==> config.mk <==
export PLATFORM = sky130hd
export DESIGN_NAME = pm_cmd_bank
export DESIGN_NICKNAME = d
export VERILOG_FILES = /design/src/inc/pm_pkg.sv /design/src/design/restart_ctrl.sv /design/src/design/pm_cmd_bank.sv
export VERILOG_INCLUDE_DIRS = /design/src /design/src/inc
export SDC_FILE = /design/constraint.sdc
export NUM_CORES = 1
export LEC_CHECK = 0
export BUFFER_PORTS_ARGS = -buffer_cell sky130_fd_sc_hd__buf_2
export CAP_MARGIN = 20
export CORE_ASPECT_RATIO = 0.75
export CORE_MARGIN = 3
export CORE_UTILIZATION = 50
export DETAILED_ROUTE_END_ITERATION = 16
export PLACE_DENSITY = 0.71
export SLEW_MARGIN = 20
export SYNTH_ARGS = -nofsm -noshare
export SYNTH_HDL_FRONTEND = slang
export SYNTH_SLANG_ARGS = --single-unit
export TNS_END_PERCENT = 50
==> constraint.sdc <==
create_clock -name clk -period 2 [get_ports clk]
set_input_delay 0.3 -clock clk [delete_from_list [all_inputs] [get_ports clk]]
set_output_delay 0.3 -clock clk [all_outputs]
set_load 0.005 [all_outputs]
==> src/inc/pm_map.svh <==
// Purpose: command codes, field positions, reset values and timing
// Assumes: 40 MHz module controller clock
// Notes: limit words are kept in the encoding that the host reads back
`ifndef PM_MAP_SVH
`define PM_MAP_SVH

// command codes
`define CMD_CLEAR_FAULTS 8'h03
`define CMD_RUN_CONTROL 8'h01
`define CMD_GATING 8'h02
`define CMD_NV_RESTORE 8'h12
`define CMD_NV_STORE 8'h15
`define CMD_OV_LIMIT 8'h40
`define CMD_OV_RESPONSE 8'h41
`define CMD_OC_LIMIT 8'h46
`define CMD_OC_RESPONSE 8'h47
`define CMD_OT_LIMIT 8'h4f
`define CMD_FW_REV 8'h9b

// transaction kinds on the command port
`define KIND_READ 2'h0
`define KIND_WRITE 2'h1
`define KIND_SEND 2'h2

// byte counts returned with a read
`define COUNT_NONE 8'h00
`define COUNT_BYTE 8'h01
`define COUNT_WORD 8'h02
`define COUNT_FW 8'h02

// run control fields
`define RUN_ON_BIT 7
`define SRC_HI 5
`define SRC_LO 4
`define SRC_BAD 2'h3
`define RUN_RST_ON 1'b1
`define RUN_RST_SRC 2'h0

// power-up gating readback, bits 4 and 3 fixed at one
`define GATING_VALUE 16'h0018

// response fields
`define RSP_ACT_HI 7
`define RSP_ACT_LO 6
`define RSP_RTY_HI 5
`define RSP_RTY_LO 3
`define OV_ACTION 2'h2
`define OC_ACTION 2'h3
`define RETRY_LATCH 3'h0
`define RETRY_CONT 3'h7
`define OV_RETRY_RST 1'b0
`define OC_RETRY_RST 1'b1

// limit words: output voltage exponent -10, current -2, temperature -1
`define OV_LIM_RST 16'h3600
`define OV_LIM_MIN 16'h34cd
`define OV_LIM_MAX 16'h3800
`define OC_LIM_RST 16'hf12c
`define OC_LIM_MIN 16'hf0ac
`define OC_LIM_MAX 16'hf140
`define OT_LIM_RST 16'hf90e
`define OT_LIM_MIN 16'hf8f0
`define OT_LIM_MAX 16'hf918

// fault flag positions
`define FLT_OV 0
`define FLT_OC 1
`define FLT_OT 2

// timing
`define CLK_MHZ 40
`define RETRY_TIME_US 1000

`endif

==> src/inc/pm_pkg.sv <==
// Purpose: shared types of the command register block
// Assumes: nothing
// Notes: state of each module is one packed struct
package pm_pkg;

  typedef enum logic [1:0] {RS_RUN, RS_LATCHED, RS_WAIT} retry_state_e;

  typedef struct packed {
    retry_state_e state;
    logic [31:0] cnt;
    logic hold_off;
  } retry_s;

  typedef struct packed {
    logic run_on;
    logic [1:0] src;
    logic [15:0] ov_lim;
    logic [15:0] oc_lim;
    logic [15:0] ot_lim;
    logic ov_retry;
    logic oc_retry;
    logic [2:0] flags;
    logic nv_locked;
    logic ctl_s1;
    logic ctl_s2;
    logic [2:0] flt_s1;
    logic [2:0] flt_s2;
    logic seen_off;
    logic out_on;
    logic rd_valid;
    logic [15:0] rd_data;
    logic [7:0] rd_count;
  } bank_s;

endpackage : pm_pkg

==> src/design/restart_ctrl.sv <==
// Purpose: shutdown and restart sequencing for one protection
// Assumes: fault is already synchronised to clk
// Notes: hold_off keeps the converter down while high
`timescale 1ns/1ps
`include "pm_map.svh"

module restart_ctrl #(
  parameter int unsigned RETRY_CYCLES = `RETRY_TIME_US * `CLK_MHZ
) (
  input wire logic clk,
  input wire logic reset_n,
  input wire logic fault,
  input wire logic retry_on,
  input wire logic run_cmd,
  input wire logic cmd_off,
  output logic hold_off
);

  pm_pkg::retry_s st;
  pm_pkg::retry_s next_st;
  localparam logic [31:0] LAST = 32'(RETRY_CYCLES - 1);

  // ----------------------------------------
  // sequencing
  // ----------------------------------------
  // shut on fault, then latch or count up to LAST before a fresh attempt
  always_comb begin
    next_st = st;
    case (st.state)
      pm_pkg::RS_RUN: begin
        if (fault && !cmd_off) begin
          next_st.state = retry_on ? pm_pkg::RS_WAIT : pm_pkg::RS_LATCHED;
          next_st.cnt = 32'h0;
        end
      end
      pm_pkg::RS_LATCHED: begin
        if (run_cmd) begin
          next_st.state = pm_pkg::RS_RUN;
        end
      end
      pm_pkg::RS_WAIT: begin
        if (cmd_off) begin
          next_st.state = pm_pkg::RS_RUN;
        end else if (st.cnt == LAST) begin
          next_st.state = pm_pkg::RS_RUN;
        end else begin
          next_st.cnt = st.cnt + 32'h1;
        end
      end
      default: begin
        next_st.state = pm_pkg::RS_LATCHED;
      end
    endcase
    next_st.hold_off = (next_st.state != pm_pkg::RS_RUN);
  end

  // state register
  always_ff @(posedge clk or negedge reset_n) begin
    if (!reset_n) begin
      st <= '{state: pm_pkg::RS_RUN, cnt: 32'h0, hold_off: 1'b0};
    end else begin
      st <= next_st;
    end
  end

  assign hold_off = st.hold_off;
endmodule : restart_ctrl

==> src/design/pm_cmd_bank.sv <==
// Contract
// an out-of-range limit write stores the range minimum instead
// output overvoltage limit range is 13.2 V to 14 V
// output overcurrent limit range is 43 A to 80 A
// over-temperature limit range is 120 C to 140 C
// host encodes new limits with the exponent read back first
// any access to nonvolatile commands shuts output until power cycle
// the nonvolatile commands are codes 0x12 and 0x15
// fault bits stay set until remote off-on, clear command, power loss
// send byte 0x03 clears every set fault bit; a bit whose fault input is still high stays set
// firmware revision read returns a block of two bytes
// run bit 7 turns output on or off, default on; bit 6 unused
// bits 5:4 pick nominal, margin low or margin high; default nominal
// gating bit 4 waits for control pin and run command, fixed at one
// gating bit 3 waits for run command, fixed at one
// gating bit 2 and bits 1:0, 7:5 are unsupported, read zero
// overvoltage response action 10 shuts down with retry policy
// overvoltage retry defaults to latch-off; delay field unused
// overcurrent action 11 shuts down, default retry continuous
// latch-off holds the output down until reset or run command
// continuous retry restarts repeatedly until commanded off
// reserved bits ignore writes and read as zero
// unsupported field encodings leave the stored value in effect
//
// Purpose: command registers, limit clamping and sticky fault status
// Assumes: command port is driven by the bus layer on clk; reset_n is
//          the input power cycle
// Notes: fault and control pin inputs are asynchronous and synchronised
`timescale 1ns/1ps
`include "pm_map.svh"

module pm_cmd_bank #(
  parameter int unsigned RETRY_CYCLES = `RETRY_TIME_US * `CLK_MHZ,
  parameter logic [15:0] FW_REVISION = 16'h3130 // arbitrary value
) (
  input wire logic clk,
  input wire logic reset_n,
  input wire logic cmd_strobe,
  input wire logic [1:0] cmd_kind,
  input wire logic [7:0] cmd_code,
  input wire logic [15:0] cmd_wdata,
  input wire logic remote_on_pin,
  input wire logic ov_fault_pin,
  input wire logic oc_fault_pin,
  input wire logic ot_fault_pin,
  output logic rd_valid,
  output logic [15:0] rd_data,
  output logic [7:0] rd_count,
  output logic output_on,
  output logic [1:0] setpoint_sel,
  output logic [2:0] fault_flags,
  output logic nv_locked
);

  pm_pkg::bank_s st;
  pm_pkg::bank_s next_st;
  logic [2:0] hold;
  logic wr;
  logic rd;
  logic clr_cmd;
  logic clr_remote;
  logic clr_any;
  logic run_cmd;
  logic cmd_off;

  // ----------------------------------------
  // helpers
  // ----------------------------------------
  // keep a limit word in range, else fall back to the minimum
  function automatic logic [15:0] clamp(input logic [15:0] val,
                                        input logic [15:0] lo,
                                        input logic [15:0] hi);
    if (val < lo || val > hi) begin
      clamp = lo;
    end else begin
      clamp = val;
    end
  endfunction : clamp

  // response readback from action and stored retry choice
  function automatic logic [15:0] rsp_word(input logic [1:0] act,
                                           input logic cont);
    rsp_word = {8'h00, act, cont ? `RETRY_CONT : `RETRY_LATCH, 3'h0};
  endfunction : rsp_word

  // retry field write, unsupported codes keep the old choice
  function automatic logic rsp_retry(input logic [7:0] w,
                                     input logic [1:0] act,
                                     input logic old);
    logic [2:0] r;
    r = w[`RSP_RTY_HI:`RSP_RTY_LO];
    if (w[`RSP_ACT_HI:`RSP_ACT_LO] != act) begin
      rsp_retry = old;
    end else if (r == `RETRY_CONT) begin
      rsp_retry = 1'b1;
    end else if (r == `RETRY_LATCH) begin
      rsp_retry = 1'b0;
    end else begin
      rsp_retry = old;
    end
  endfunction : rsp_retry

  // ----------------------------------------
  // command decode
  // ----------------------------------------
  // strobe qualifiers and the clear events
  assign wr = cmd_strobe && (cmd_kind == `KIND_WRITE);
  assign rd = cmd_strobe && (cmd_kind == `KIND_READ);
  assign clr_cmd = cmd_strobe && (cmd_kind == `KIND_SEND) &&
                   (cmd_code == `CMD_CLEAR_FAULTS);
  assign clr_remote = st.seen_off && st.ctl_s2;
  assign clr_any = clr_cmd || clr_remote;
  assign run_cmd = wr && (cmd_code == `CMD_RUN_CONTROL);
  assign cmd_off = !st.run_on || !st.ctl_s2;

  // ----------------------------------------
  // restart sequencing per protection
  // ----------------------------------------
  restart_ctrl #(.RETRY_CYCLES(RETRY_CYCLES)) ov_restart (
    .clk(clk),
    .reset_n(reset_n),
    .fault(st.flt_s2[`FLT_OV]),
    .retry_on(st.ov_retry),
    .run_cmd(run_cmd),
    .cmd_off(cmd_off),
    .hold_off(hold[`FLT_OV])
  );

  restart_ctrl #(.RETRY_CYCLES(RETRY_CYCLES)) oc_restart (
    .clk(clk),
    .reset_n(reset_n),
    .fault(st.flt_s2[`FLT_OC]),
    .retry_on(st.oc_retry),
    .run_cmd(run_cmd),
    .cmd_off(cmd_off),
    .hold_off(hold[`FLT_OC])
  );

  restart_ctrl #(.RETRY_CYCLES(RETRY_CYCLES)) ot_restart (
    .clk(clk),
    .reset_n(reset_n),
    .fault(st.flt_s2[`FLT_OT]),
    .retry_on(1'b1),
    .run_cmd(run_cmd),
    .cmd_off(cmd_off),
    .hold_off(hold[`FLT_OT])
  );

  // ----------------------------------------
  // next state
  // ----------------------------------------
  // synchronisers, register writes, faults, output gating, read answer
  always_comb begin
    next_st = st;
    next_st.ctl_s1 = remote_on_pin;
    next_st.ctl_s2 = st.ctl_s1;
    next_st.flt_s1 = {ot_fault_pin, oc_fault_pin, ov_fault_pin};
    next_st.flt_s2 = st.flt_s1;
    // remote off seen, cleared on the following on
    if (!st.ctl_s2) begin
      next_st.seen_off = 1'b1;
    end else begin
      next_st.seen_off = 1'b0;
    end
    if (wr) begin
      case (cmd_code)
        `CMD_RUN_CONTROL: begin
          next_st.run_on = cmd_wdata[`RUN_ON_BIT];
          if (cmd_wdata[`SRC_HI:`SRC_LO] != `SRC_BAD) begin
            next_st.src = cmd_wdata[`SRC_HI:`SRC_LO];
          end
        end
        `CMD_OV_LIMIT: begin
          next_st.ov_lim = clamp(cmd_wdata, `OV_LIM_MIN,
                                 `OV_LIM_MAX);
        end
        `CMD_OC_LIMIT: begin
          next_st.oc_lim = clamp(cmd_wdata, `OC_LIM_MIN,
                                 `OC_LIM_MAX);
        end
        `CMD_OT_LIMIT: begin
          next_st.ot_lim = clamp(cmd_wdata, `OT_LIM_MIN,
                                 `OT_LIM_MAX);
        end
        `CMD_OV_RESPONSE: begin
          next_st.ov_retry = rsp_retry(cmd_wdata[7:0], `OV_ACTION,
                                       st.ov_retry);
        end
        `CMD_OC_RESPONSE: begin
          next_st.oc_retry = rsp_retry(cmd_wdata[7:0], `OC_ACTION,
                                       st.oc_retry);
        end
        default: begin
        end
      endcase
    end
    // nonvolatile commands lock the output until power cycle
    if (cmd_strobe && (cmd_code == `CMD_NV_RESTORE ||
                       cmd_code == `CMD_NV_STORE)) begin
      next_st.nv_locked = 1'b1;
    end
    // sticky faults, a new fault wins over a clear
    if (clr_any) begin
      next_st.flags = st.flt_s2;
    end else begin
      next_st.flags = st.flags | st.flt_s2;
    end
    // gating waits for both control pin and run command
    next_st.out_on = st.run_on && st.ctl_s2 && !st.nv_locked &&
                     (hold == 3'h0);
    next_st.rd_valid = rd;
    next_st.rd_data = 16'h0000;
    next_st.rd_count = `COUNT_NONE;
    if (rd) begin
      case (cmd_code)
        `CMD_RUN_CONTROL: begin
          next_st.rd_data = {8'h00, st.run_on, 1'b0, st.src, 4'h0};
          next_st.rd_count = `COUNT_BYTE;
        end
        `CMD_GATING: begin
          next_st.rd_data = `GATING_VALUE;
          next_st.rd_count = `COUNT_BYTE;
        end
        `CMD_OV_LIMIT: begin
          next_st.rd_data = st.ov_lim;
          next_st.rd_count = `COUNT_WORD;
        end
        `CMD_OC_LIMIT: begin
          next_st.rd_data = st.oc_lim;
          next_st.rd_count = `COUNT_WORD;
        end
        `CMD_OT_LIMIT: begin
          next_st.rd_data = st.ot_lim;
          next_st.rd_count = `COUNT_WORD;
        end
        `CMD_OV_RESPONSE: begin
          next_st.rd_data = rsp_word(`OV_ACTION, st.ov_retry);
          next_st.rd_count = `COUNT_BYTE;
        end
        `CMD_OC_RESPONSE: begin
          next_st.rd_data = rsp_word(`OC_ACTION, st.oc_retry);
          next_st.rd_count = `COUNT_BYTE;
        end
        `CMD_FW_REV: begin
          next_st.rd_data = FW_REVISION;
          next_st.rd_count = `COUNT_FW;
        end
        default: begin
        end
      endcase
    end
  end

  // state register, reset is the input power cycle
  always_ff @(posedge clk or negedge reset_n) begin
    if (!reset_n) begin
      st <= '0;
      st.run_on <= `RUN_RST_ON;
      st.src <= `RUN_RST_SRC;
      st.ov_lim <= `OV_LIM_RST;
      st.oc_lim <= `OC_LIM_RST;
      st.ot_lim <= `OT_LIM_RST;
      st.ov_retry <= `OV_RETRY_RST;
      st.oc_retry <= `OC_RETRY_RST;
    end else begin
      st <= next_st;
    end
  end

  // outputs straight from the state register
  assign rd_valid = st.rd_valid;
  assign rd_data = st.rd_data;
  assign rd_count = st.rd_count;
  assign output_on = st.out_on;
  assign setpoint_sel = st.src;
  assign fault_flags = st.flags;
  assign nv_locked = st.nv_locked;
endmodule : pm_cmd_bank

==> results of run 1 <==
-- worst reg2reg max path: cells and delay by family, from the launching register on --
family,cells,cell delay (ps)
AOI/OAI and AO/OA,1,50
and+or+nand+nor,4,1270
DFF,1,380
buffers and inverters,2,300
-- through the flow --
stage,setup TNS (ps),hold WS [ps]
6_report,-1090,99.5
5_1_grt,-2990,88.4
4_1_cts,-363,95.0
3_5_place_dp,-690,299
3_3_place_gp,-71.9,306
2_1_floorplan,-367,4.41
-- synth_stat cells, drive strengths merged (7+ instances only) --
library cell	count	area, sq um
mux2i	9	90.1
nand2b	16	100
nand3	50	250
xnor2	29	254
dfstp	23	604
or3	37	231
o211ai	7	52.6
inv	16	60.1
a22oi	7	52.6
o21ai	46	230
or2	9	56.3
nor2	71	267
buf	41	289
o22a	11	96.3
nand4	35	219
o31ai	9	67.6
nor4	40	297
clkbuf	38	143
xor2	9	78.8
nand2	92	345
and3	14	87.6
or4	17	131
and2	18	113
a22o	7	61.3
nor3	30	161
a21oi	55	275
dfrtp	168	4200
and4	8	70.1
-- area by class of cell --
class	count	area (sq um)	share of cell area
tap	247	309	0.0261
sequential	191	4810	0.407
clock inverter	15	218	0.0184
inverter	16	60.1	0.00508
multi-input combinational	710	4640	0.392
clock buffer	17	425	0.0360
timing repair buffer	178	1370	0.115
-- path summary, 6_finish.rpt --
kind	startpoint	to	slack [ps]	cells past startpoint
worst max-delay path	ov_restart.st[21]	ov_restart.st[34]	-120	7
worst min-delay path	cmd_wdata[9]	st[82]	100	3
worst max register to register	ov_restart.st[21]	ov_restart.st[34]	-120	7
worst min register to register	next_st[28]	st[28]	350	0
max in group asynchronous	reset_n	st[69]	930	3
min in group asynchronous	reset_n	ot_restart.st[22]	410	2
-- per-layer routing --
| layer | vias to the layer above | track usage | routed length [microns] |
|---|---|---|---|
| met2 | 260 | 0.348 | 11200 |
| met3 | 29 | 0.0405 | 1390 |
| met1 | 4077 | 0.354 | 11800 |
| li1 | 3852 | - | - |
| met5 | - | 0 | 7 |
| met4 | 2 | 0.0592 | 258 |
-- power breakdown --
part	total [W]	internal, W	switching, W
Clock	0.00369	0.00194	0.00175
Sequential	0.00392	0.00390	0.0000218
Combinational	0.000301	0.000109	0.000192
Total	0.00791	0.00595	0.00197
-- placed cells by master (no fill, tap or decap), drive strengths merged, types with 5 or more instances in the layout --
master and count:
buf 170, dfrtp 168, nand2 92, nor2 71
a21oi 55, nand3 50, o21ai 46, nor4 40
or3 37, nand4 35, nor3 30, xnor2 29
dfstp 23, inv 23, clkbuf 19, and2 18
or4 17, nand2b 16, and3 14, o22a 11
or2 9, o31ai 9, mux2i 9, xor2 9
and4 8, o211ai 7, a22o 7, a22oi 7
conb 6, nor2b 6, a221oi 5, o21a 5
clkinv 5, dlygate4sd3 5
-- cells by family (layout without fill, tap and decap cells) --
logic type      after synthesis  after routing  synth area share
flops                       191            191             0.502
buf+inv                      95            226            0.0513
other cells                   1              6          0.000391
mux                          12             12            0.0129
simple gates                466            466             0.270
fa+ha+maj                     3              3           0.00392
compound gates              185            185             0.125
xor+xnor                     38             38            0.0347
-- sequential cells by signal, indices dropped and copies added (netlist names) --
name                 flops
fault_flags              3
next_st                  4
nv_locked                1
oc_restart.hold_off      1
oc_restart.st           34
ot_restart.hold_off      1
ot_restart.st           34
output_on                1
ov_restart.hold_off      1
ov_restart.st           34
rd_count                 2
rd_data                 16
rd_valid                 1
setpoint_sel             2
st                      56
-- what timing repair did --
item,4_1_cts,5_1_grt
pin swaps,8,29
hold buffers,5,0
cloned,1,5
gates resized for setup,15,66
setup endpoints to repair,29,69
hold endpoints to repair,49,0
setup buffers,6,3
==> impl_metrics.json, run 1 <==
{
  "ys_async_sr_fraction": 1.00,
  "numPortBuffers": 58,
  "cap_violations": 0,
  "number_of_antenna_violations_at_the_first_check_in_global_routing": 1,
  "placed_area_sq_um": 10600,
  "critical_path_peak_fanout": 5,
  "synthToLayoutAreaGrowth_pct": 23.5,
  "timing_worst_slew_pin_value_ps": 670,
  "run_status": "finished, violations left",
  "worst_skew_pair_latency_ps": 440,
  "max_incr_delay_on_cp_ps": 530,
  "dr.first_iter.drc_count": 695,
  "clockRootBuffer": "clkbuf_16",
  "required_ps": 2320,
  "list_of_cells_traversed_by_the_critical_path": "or4_4 > or4_4 > nor3_4 > buf_6 > clkbuf_16 > or3b_4 > a22oi_2",
  "path_class": "reg -> reg",
  "postSynth.topFlopCell": "dfrtp_1",
  "synth_area_sq_um": 9580,
  "timing.critical_path.arrival_ps": 2440,
  "vias": 8220,
  "worst_path_dominant_cell_family": "simple AND/OR/NAND/NOR gates",
  "tritoncts.num_buffers": 17,
  "final.fill_count": 1502,
  "overall_global_routing_usage": 0.233,
  "wire_per_inst_microns": 18.0,
  "crit_slowest_cell": "or4_4",
  "clock_sinks": 191,
  "setup_repair_after_global_routing_missed_its_margin": "true",
  "floorplan.rows": 43,
  "ir_worst_vdd_v": 0.000589,
  "cts_tree": "built",
  "drt_first_pass_iters": 5,
  "n_antenna_cell": 0,
  "maxSlewHeadroom": 0.553,
  "ctsHtreeMaxLevel": 4,
  "post_synth_edffs": 0,
  "p_leak_nw": 5.16,
  "cellPowerDensity_nw_per_um2": 669,
  "hold_viol_final": 0,
  "worst_path_most_repeated_cell": "or4_4",
  "global_route.overflow_total": 0,
  "failed_checks": "setup timing",
  "dp_cells": 1322,
  "chipHeight_microns": 126,
  "finalSetupViolCount": 14,
  "synth_area_per_cell_sq_um": 9.67,
  "hold_path.class": "in -> reg",
  "drt-total-wl_microns": 24700,
  "average_via_count_per_standard_cell": 5.98,
  "detailed_place_hpwl_microns": 16300,
  "routed_antenna_nets": 0,
  "grt_pass1_vias": 7764,
  "final_max_slew_viol_count": 0,
  "critPathLaunchType": "register",
  "drt_drc_violations_left": 0,
  "final.setup_skew_ps": 8.94,
  "io-pin-count": 65,
  "cp_num_buf_inv": 2,
  "worst_slack_ps": -116,
  "dpl_worst_slack_ps": -74.8,
  "finalNetCount": 1150,
  "synth-warning-count": 0,
  "chipWidth_microns": 166,
  "total_power_w": 0.00791,
  "initial_utilization": 0.515,
  "clkSlewWorstSetupHoldPaths_ps": 80,
  "place.gp.congestion": 0.871,
  "fin_cells": 1374,
  "grt_start_max_net_pins": 53,
  "ctsLongestPathBuffers": 2,
  "synth_seq_cells": 191,
  "timing.final.crit_share": 1.06,
  "grt_first_pass_wirelength_microns": 40000,
  "yosys.cell_types.count": 70,
  "seq_area_frac_synth": 0.502,
  "drive_above_1_share": 0.280,
  "element_type_at_the_critical_path_end": "register",
  "netlist_instances": 991,
  "finished_core_util": 0.636,
  "post-route-min-period_ps": 2120,
  "floorplan.core_area_sq_um": 18600,
  "fin_area_sq_um": 11800,
  "max_freq_mhz": 472,
  "floorplan.die_area_sq_um": 20900
}
No activity file was read; power rests on OpenSTA's default activity.
==> inputs of run 2 (changes only) <==
--- a/config.mk
+++ b/config.mk
@@ -8,11 +8,13 @@
 export LEC_CHECK = 0
 export BUFFER_PORTS_ARGS = -buffer_cell sky130_fd_sc_hd__buf_2
 export CAP_MARGIN = 20
+export CELL_PAD_IN_SITES_DETAIL_PLACEMENT = 0
+export CELL_PAD_IN_SITES_GLOBAL_PLACEMENT = 2
 export CORE_ASPECT_RATIO = 0.75
 export CORE_MARGIN = 3
-export CORE_UTILIZATION = 50
+export CORE_UTILIZATION = 35
 export DETAILED_ROUTE_END_ITERATION = 16
-export PLACE_DENSITY = 0.71
+export PLACE_DENSITY_LB_ADDON = 0.1
 export SLEW_MARGIN = 20
 export SYNTH_ARGS = -nofsm -noshare
 export SYNTH_HDL_FRONTEND = slang
==> impl_metrics.json, run 2 (same netlist as run 1, synthesis figures left out) <==
{
  "element_type_at_the_critical_path_end": "register",
  "max_incr_delay_on_cp_ps": 510,
  "mostFrequentLayoutCells": "dfrtp_1, buf_4, nand2_1",
  "final.fill_count": 2556,
  "critPathLaunchType": "register",
  "run_status": "finished, violations left",
  "cts_tree": "built",
  "clkSlewWorstSetupHoldPaths_ps": 80,
  "ctsLongestPathBuffers": 2,
  "numPortBuffers": 58,
  "drt-total-wl_microns": 27200,
  "mostFrequentLayoutCell": "dfrtp_1",
  "average_via_count_per_standard_cell": 5.32,
  "floorplan.rows": 51,
  "cp_num_buf_inv": 2,
  "failed_checks": "setup timing",
  "dr.first_iter.drc_count": 369,
  "global_route.overflow_total": 0,
  "synthToLayoutAreaGrowth_pct": 29.6,
  "floorplan.die_area_sq_um": 29400,
  "drive_above_1_share": 0.315,
  "grt_pass1_vias": 7714,
  "total_power_w": 0.00766,
  "final_max_slew_viol_count": 0,
  "finalHoldWorstSlack_ps": 126,
  "final.setup_skew_ps": 15.4,
  "io-pin-count": 65,
  "chipWidth_microns": 197,
  "tns_ps": -1170,
  "fin_area_sq_um": 12400,
  "hold_path.class": "in -> reg",
  "finalNetCount": 1196,
  "ctsHtreeMaxLevel": 4,
  "cap_violations": 0,
  "drt_first_pass_iters": 4,
  "timing_worst_slew_pin_value_ps": 567,
  "worst_slack_ps": -85.5,
  "routed_antenna_nets": 0,
  "worst_path_dominant_cell_family": "simple AND/OR/NAND/NOR gates",
  "chipHeight_microns": 149,
  "hold_viol_final": 0,
  "p_leak_nw": 5.48,
  "vias": 8076,
  "initial_utilization": 0.363,
  "max_freq_mhz": 479,
  "drt_drc_violations_left": 0,
  "finalSetupViolCount": 22,
  "largest_register_ff_count": 56,
  "wire_per_inst_microns": 17.9,
  "place.gp.congestion": 0.771,
  "largest_register": "st",
  "floorplan.core_area_sq_um": 26400,
  "list_of_cells_traversed_by_the_critical_path": "or4_1 > or4_4 > nor3_4 > buf_6 > buf_12 > nor4_2 > o21a_1",
  "timing.critical_path.arrival_ps": 2420,
  "tritoncts.num_buffers": 17,
  "detailed_place_hpwl_microns": 18600,
  "clock_sinks": 191,
  "grt_start_max_net_pins": 48,
  "maxSlewHeadroom": 0.621,
  "path_class": "reg -> reg",
  "worst_skew_pair_latency_ps": 440,
  "number_of_antenna_violations_at_the_first_check_in_global_routing": 1,
  "timing.final.crit_share": 1.04,
  "cellPowerDensity_nw_per_um2": 617,
  "setup_repair_after_global_routing_missed_its_margin": "true",
  "post-route-min-period_ps": 2090,
  "critical_path_peak_fanout": 6,
  "clockRootBuffer": "clkbuf_16",
  "crit_slowest_cell": "or4_1",
  "ir_worst_vdd_v": 0.000505,
  "grt_first_pass_wirelength_microns": 43000,
  "required_ps": 2330,
  "overall_global_routing_usage": 0.184,
  "placed_area_sq_um": 11000
}
==> run 2: changes by cell type in the layout (fill, tap and decap cells not counted), moves of 4 or more <==
| cell | change |
|---|---|
| nor3_2 | +5 |
| nor3_1 | -5 |
| dfrtp_2 | -5 |
| buf_6 | +8 |
| dfrtp_1 | +5 |
| buf_4 | +36 |
| o21ai_1 | +4 |
==> run 2: layout make-up <==
| type | instances | area, sq um | share of cell area |
|---|---|---|---|
| inverters | 16 | 60.1 | 0.00484 |
| clock inverters | 14 | 169 | 0.0136 |
| multi-input cells | 710 | 4730 | 0.381 |
| repair buffers | 224 | 1790 | 0.144 |
| diodes | 1 | 2.50 | 0.000202 |
| flip-flops and latches | 191 | 4810 | 0.387 |
| well taps | 344 | 430 | 0.0347 |
| clock buffers | 18 | 429 | 0.0346 |
==> run 2: stage by stage <==
stage,worst slack (ps),util,instances
4_1_cts,-97.0,0.448,1493
5_1_grt,-179,0.470,1518
3_3_place_gp,-155,0.417,1451
2_1_floorplan,-45.2,-,996
6_report,-85.5,0.470,1518
3_5_place_dp,-193,0.417,1451
==> run 2: timing repair <==
action                                  4_1_cts  5_1_grt
resized for setup                            24       86
endpoints found under the setup margin       50       88
gates cloned                                  1        8
hold buffers                                  5        0
pin swaps                                    16       49
setup buffers                                 4       16
hold endpoints to repair                     38        0
==> run 2: layer usage <==
layer	GRT usage	share of wire	vias to the layer above
met5	0	0	-
met4	0.0395	0.0086	0
met3	0.0332	0.032	14
met2	0.267	0.44	110
met1	0.287	0.52	3998
li1	-	-	3954
==> run 2: worst reg2reg max path, delay by kind of cell (launching register included) <==
family / cells / cell delay [ps]
AOI/OAI and AO/OA: 1 / 160
buffers and inverters: 2 / 270
DFF: 1 / 380
and+or+nand+nor: 4 / 1170
==> run 2: worst paths after layout <==
check                           cells after the start                end         startpoint  slack [ps]
worst max-delay path                                7  ov_restart.st[11]  ov_restart.st[21]         -90
worst min-delay path                                3             st[82]       cmd_wdata[9]         130
worst max register to register                      7  ov_restart.st[11]  ov_restart.st[21]         -90
worst min register to register                      0             st[29]        next_st[29]         350
max in group asynchronous                           3             st[49]            reset_n         960
min in group asynchronous                           2  oc_restart.st[18]            reset_n         360
==> run 2: where the power goes <==
part	total [W]	switching [W]	internal (W)
Combinational	0.000305	0.000194	0.000111
Clock	0.00343	0.00174	0.00169
Sequential	0.00393	0.0000250	0.00390
Total	0.00766	0.00196	0.00570
==> inputs of run 3 (changes only) <==
--- a/config.mk
+++ b/config.mk
@@ -15,6 +15,8 @@
 export CORE_UTILIZATION = 35
 export DETAILED_ROUTE_END_ITERATION = 16
 export PLACE_DENSITY_LB_ADDON = 0.1
+export RECOVER_POWER = 50
+export SKIP_CTS_REPAIR_TIMING = 1
 export SLEW_MARGIN = 20
 export SYNTH_ARGS = -nofsm -noshare
 export SYNTH_HDL_FRONTEND = slang
==> impl_metrics.json, run 3 (same netlist as run 1, synthesis figures left out) <==
{
  "chipHeight_microns": 149,
  "critical_path_peak_fanout": 5,
  "clkSlewWorstSetupHoldPaths_ps": 80,
  "worst_slack_ps": -69.1,
  "overall_global_routing_usage": 0.182,
  "failed_checks": "setup timing",
  "ir_worst_vdd_v": 0.000544,
  "path_class": "reg -> reg",
  "synthToLayoutAreaGrowth_pct": 28.0,
  "average_via_count_per_standard_cell": 5.34,
  "run_status": "finished, violations left",
  "timing_worst_slew_pin_value_ps": 1170,
  "final_max_slew_viol_count": 0,
  "post-route-min-period_ps": 2070,
  "cts_tree": "built",
  "largest_register_ff_count": 56,
  "drt_first_pass_iters": 5,
  "initial_utilization": 0.363,
  "clockRootBuffer": "clkbuf_16",
  "number_of_antenna_violations_at_the_first_check_in_global_routing": 1,
  "total_power_w": 0.00767,
  "numPortBuffers": 58,
  "finalNetCount": 1183,
  "drive_above_1_share": 0.307,
  "setup_repair_after_global_routing_missed_its_margin": "true",
  "mostFrequentLayoutCells": "dfrtp_1, buf_4, nand2_1",
  "global_route.overflow_total": 0,
  "wire_per_inst_microns": 17.9,
  "critPathLaunchType": "register",
  "ctsHtreeMaxLevel": 4,
  "highest_layer": "met4",
  "drt-total-wl_microns": 27000,
  "wl_met3_microns": 882,
  "met1Wirelength_microns": 14000,
  "maxSlewHeadroom": 0.217,
  "fin_area_sq_um": 12300,
  "dpl_worst_slack_ps": -193,
  "hold_viol_final": 0,
  "cellPowerDensity_nw_per_um2": 625,
  "place.gp.congestion": 0.771,
  "placed_area_sq_um": 11000,
  "worst_skew_pair_latency_ps": 440,
  "dr.first_iter.drc_count": 355,
  "mostFrequentLayoutCell": "dfrtp_1",
  "required_ps": 2380,
  "cap_violations": 0,
  "drt_drc_violations_left": 0,
  "tritoncts.num_buffers": 17,
  "grt_pass1_vias": 7616,
  "floorplan.rows": 51,
  "floorplan.core_area_sq_um": 26400,
  "hold_path.class": "in -> reg",
  "timing.final.crit_share": 1.03,
  "max_freq_mhz": 483,
  "tns_ps": -795,
  "p_leak_nw": 5.42,
  "element_type_at_the_critical_path_end": "register",
  "detailed_place_hpwl_microns": 18600,
  "chipWidth_microns": 197,
  "grt_start_max_net_pins": 48,
  "final.setup_skew_ps": 16.1,
  "routed_antenna_nets": 0,
  "ctsLongestPathBuffers": 2,
  "vias": 8038,
  "timing.critical_path.arrival_ps": 2450,
  "grt_first_pass_wirelength_microns": 42400,
  "routed_met2_length_microns": 11900,
  "finalSetupViolCount": 24,
  "io-pin-count": 65,
  "largest_register": "st",
  "floorplan.die_area_sq_um": 29400,
  "clock_sinks": 191
}
## run 3: changes by cell type in the layout (fill, tap and decap cells not counted), sizes merged
cell	delta
clkbuf	+5
buf	-18
## run 3: final timing paths
path                              start                 to  slack (ps)  cells after the start
setup / recovery                 st[91]  ov_restart.st[13]         -70                      6
hold reg to reg             next_st[29]             st[29]         350                      0
max in group asynchronous       reset_n             st[72]         220                      3
hold / removal             cmd_wdata[9]             st[82]         120                      3
setup reg to reg                 st[91]  ov_restart.st[13]         -70                      6
min in group asynchronous       reset_n  oc_restart.st[18]         630                      2
## run 3: critical path, stage by stage, from the launching register on
cell and delay, ps:
dfstp_2 590, and4b_1 260, nand4_1 140, buf_4 170, or3_4 360, or4_4 420, nand2_2 60
## run 3: per-stage QoR
step	utilization	hold slack, ps	cells
after floorplan	-	4.41	996
after global placement	0.417	279	1451
after detailed placement	0.417	270	1451
after CTS	0.440	-214	1483
after global routing	0.464	112	1505
final	0.464	121	1505
## run 3: layout make-up
type                            instances  area [sq um]
Inverter                               16          60.1
Clock inverter                         14           169
Sequential cell                       191          4810
Fill cell                            2585         14200
Tap cell                              344           430
Antenna cell                            1          2.50
Timing Repair Buffer                  211          1570
Multi-Input combinational cell        710          4790
Clock buffer                           18           429
## run 3: power breakdown
group          internal (W)  total [W]  leakage, nW  switching (W)
combinational      0.000101   0.000293         2.60       0.000192
sequential          0.00390    0.00393         2.53      0.0000256
clock               0.00169    0.00345        0.287        0.00176
## run 3: layer usage
| metal | GRT usage | up-vias |
|---|---|---|
| li1 | - | 3924 |
| met1 | 0.283 | 3977 |
| met2 | 0.262 | 122 |
| met3 | 0.0332 | 15 |
| met4 | 0.0395 | 0 |
| met5 | 0 | - |
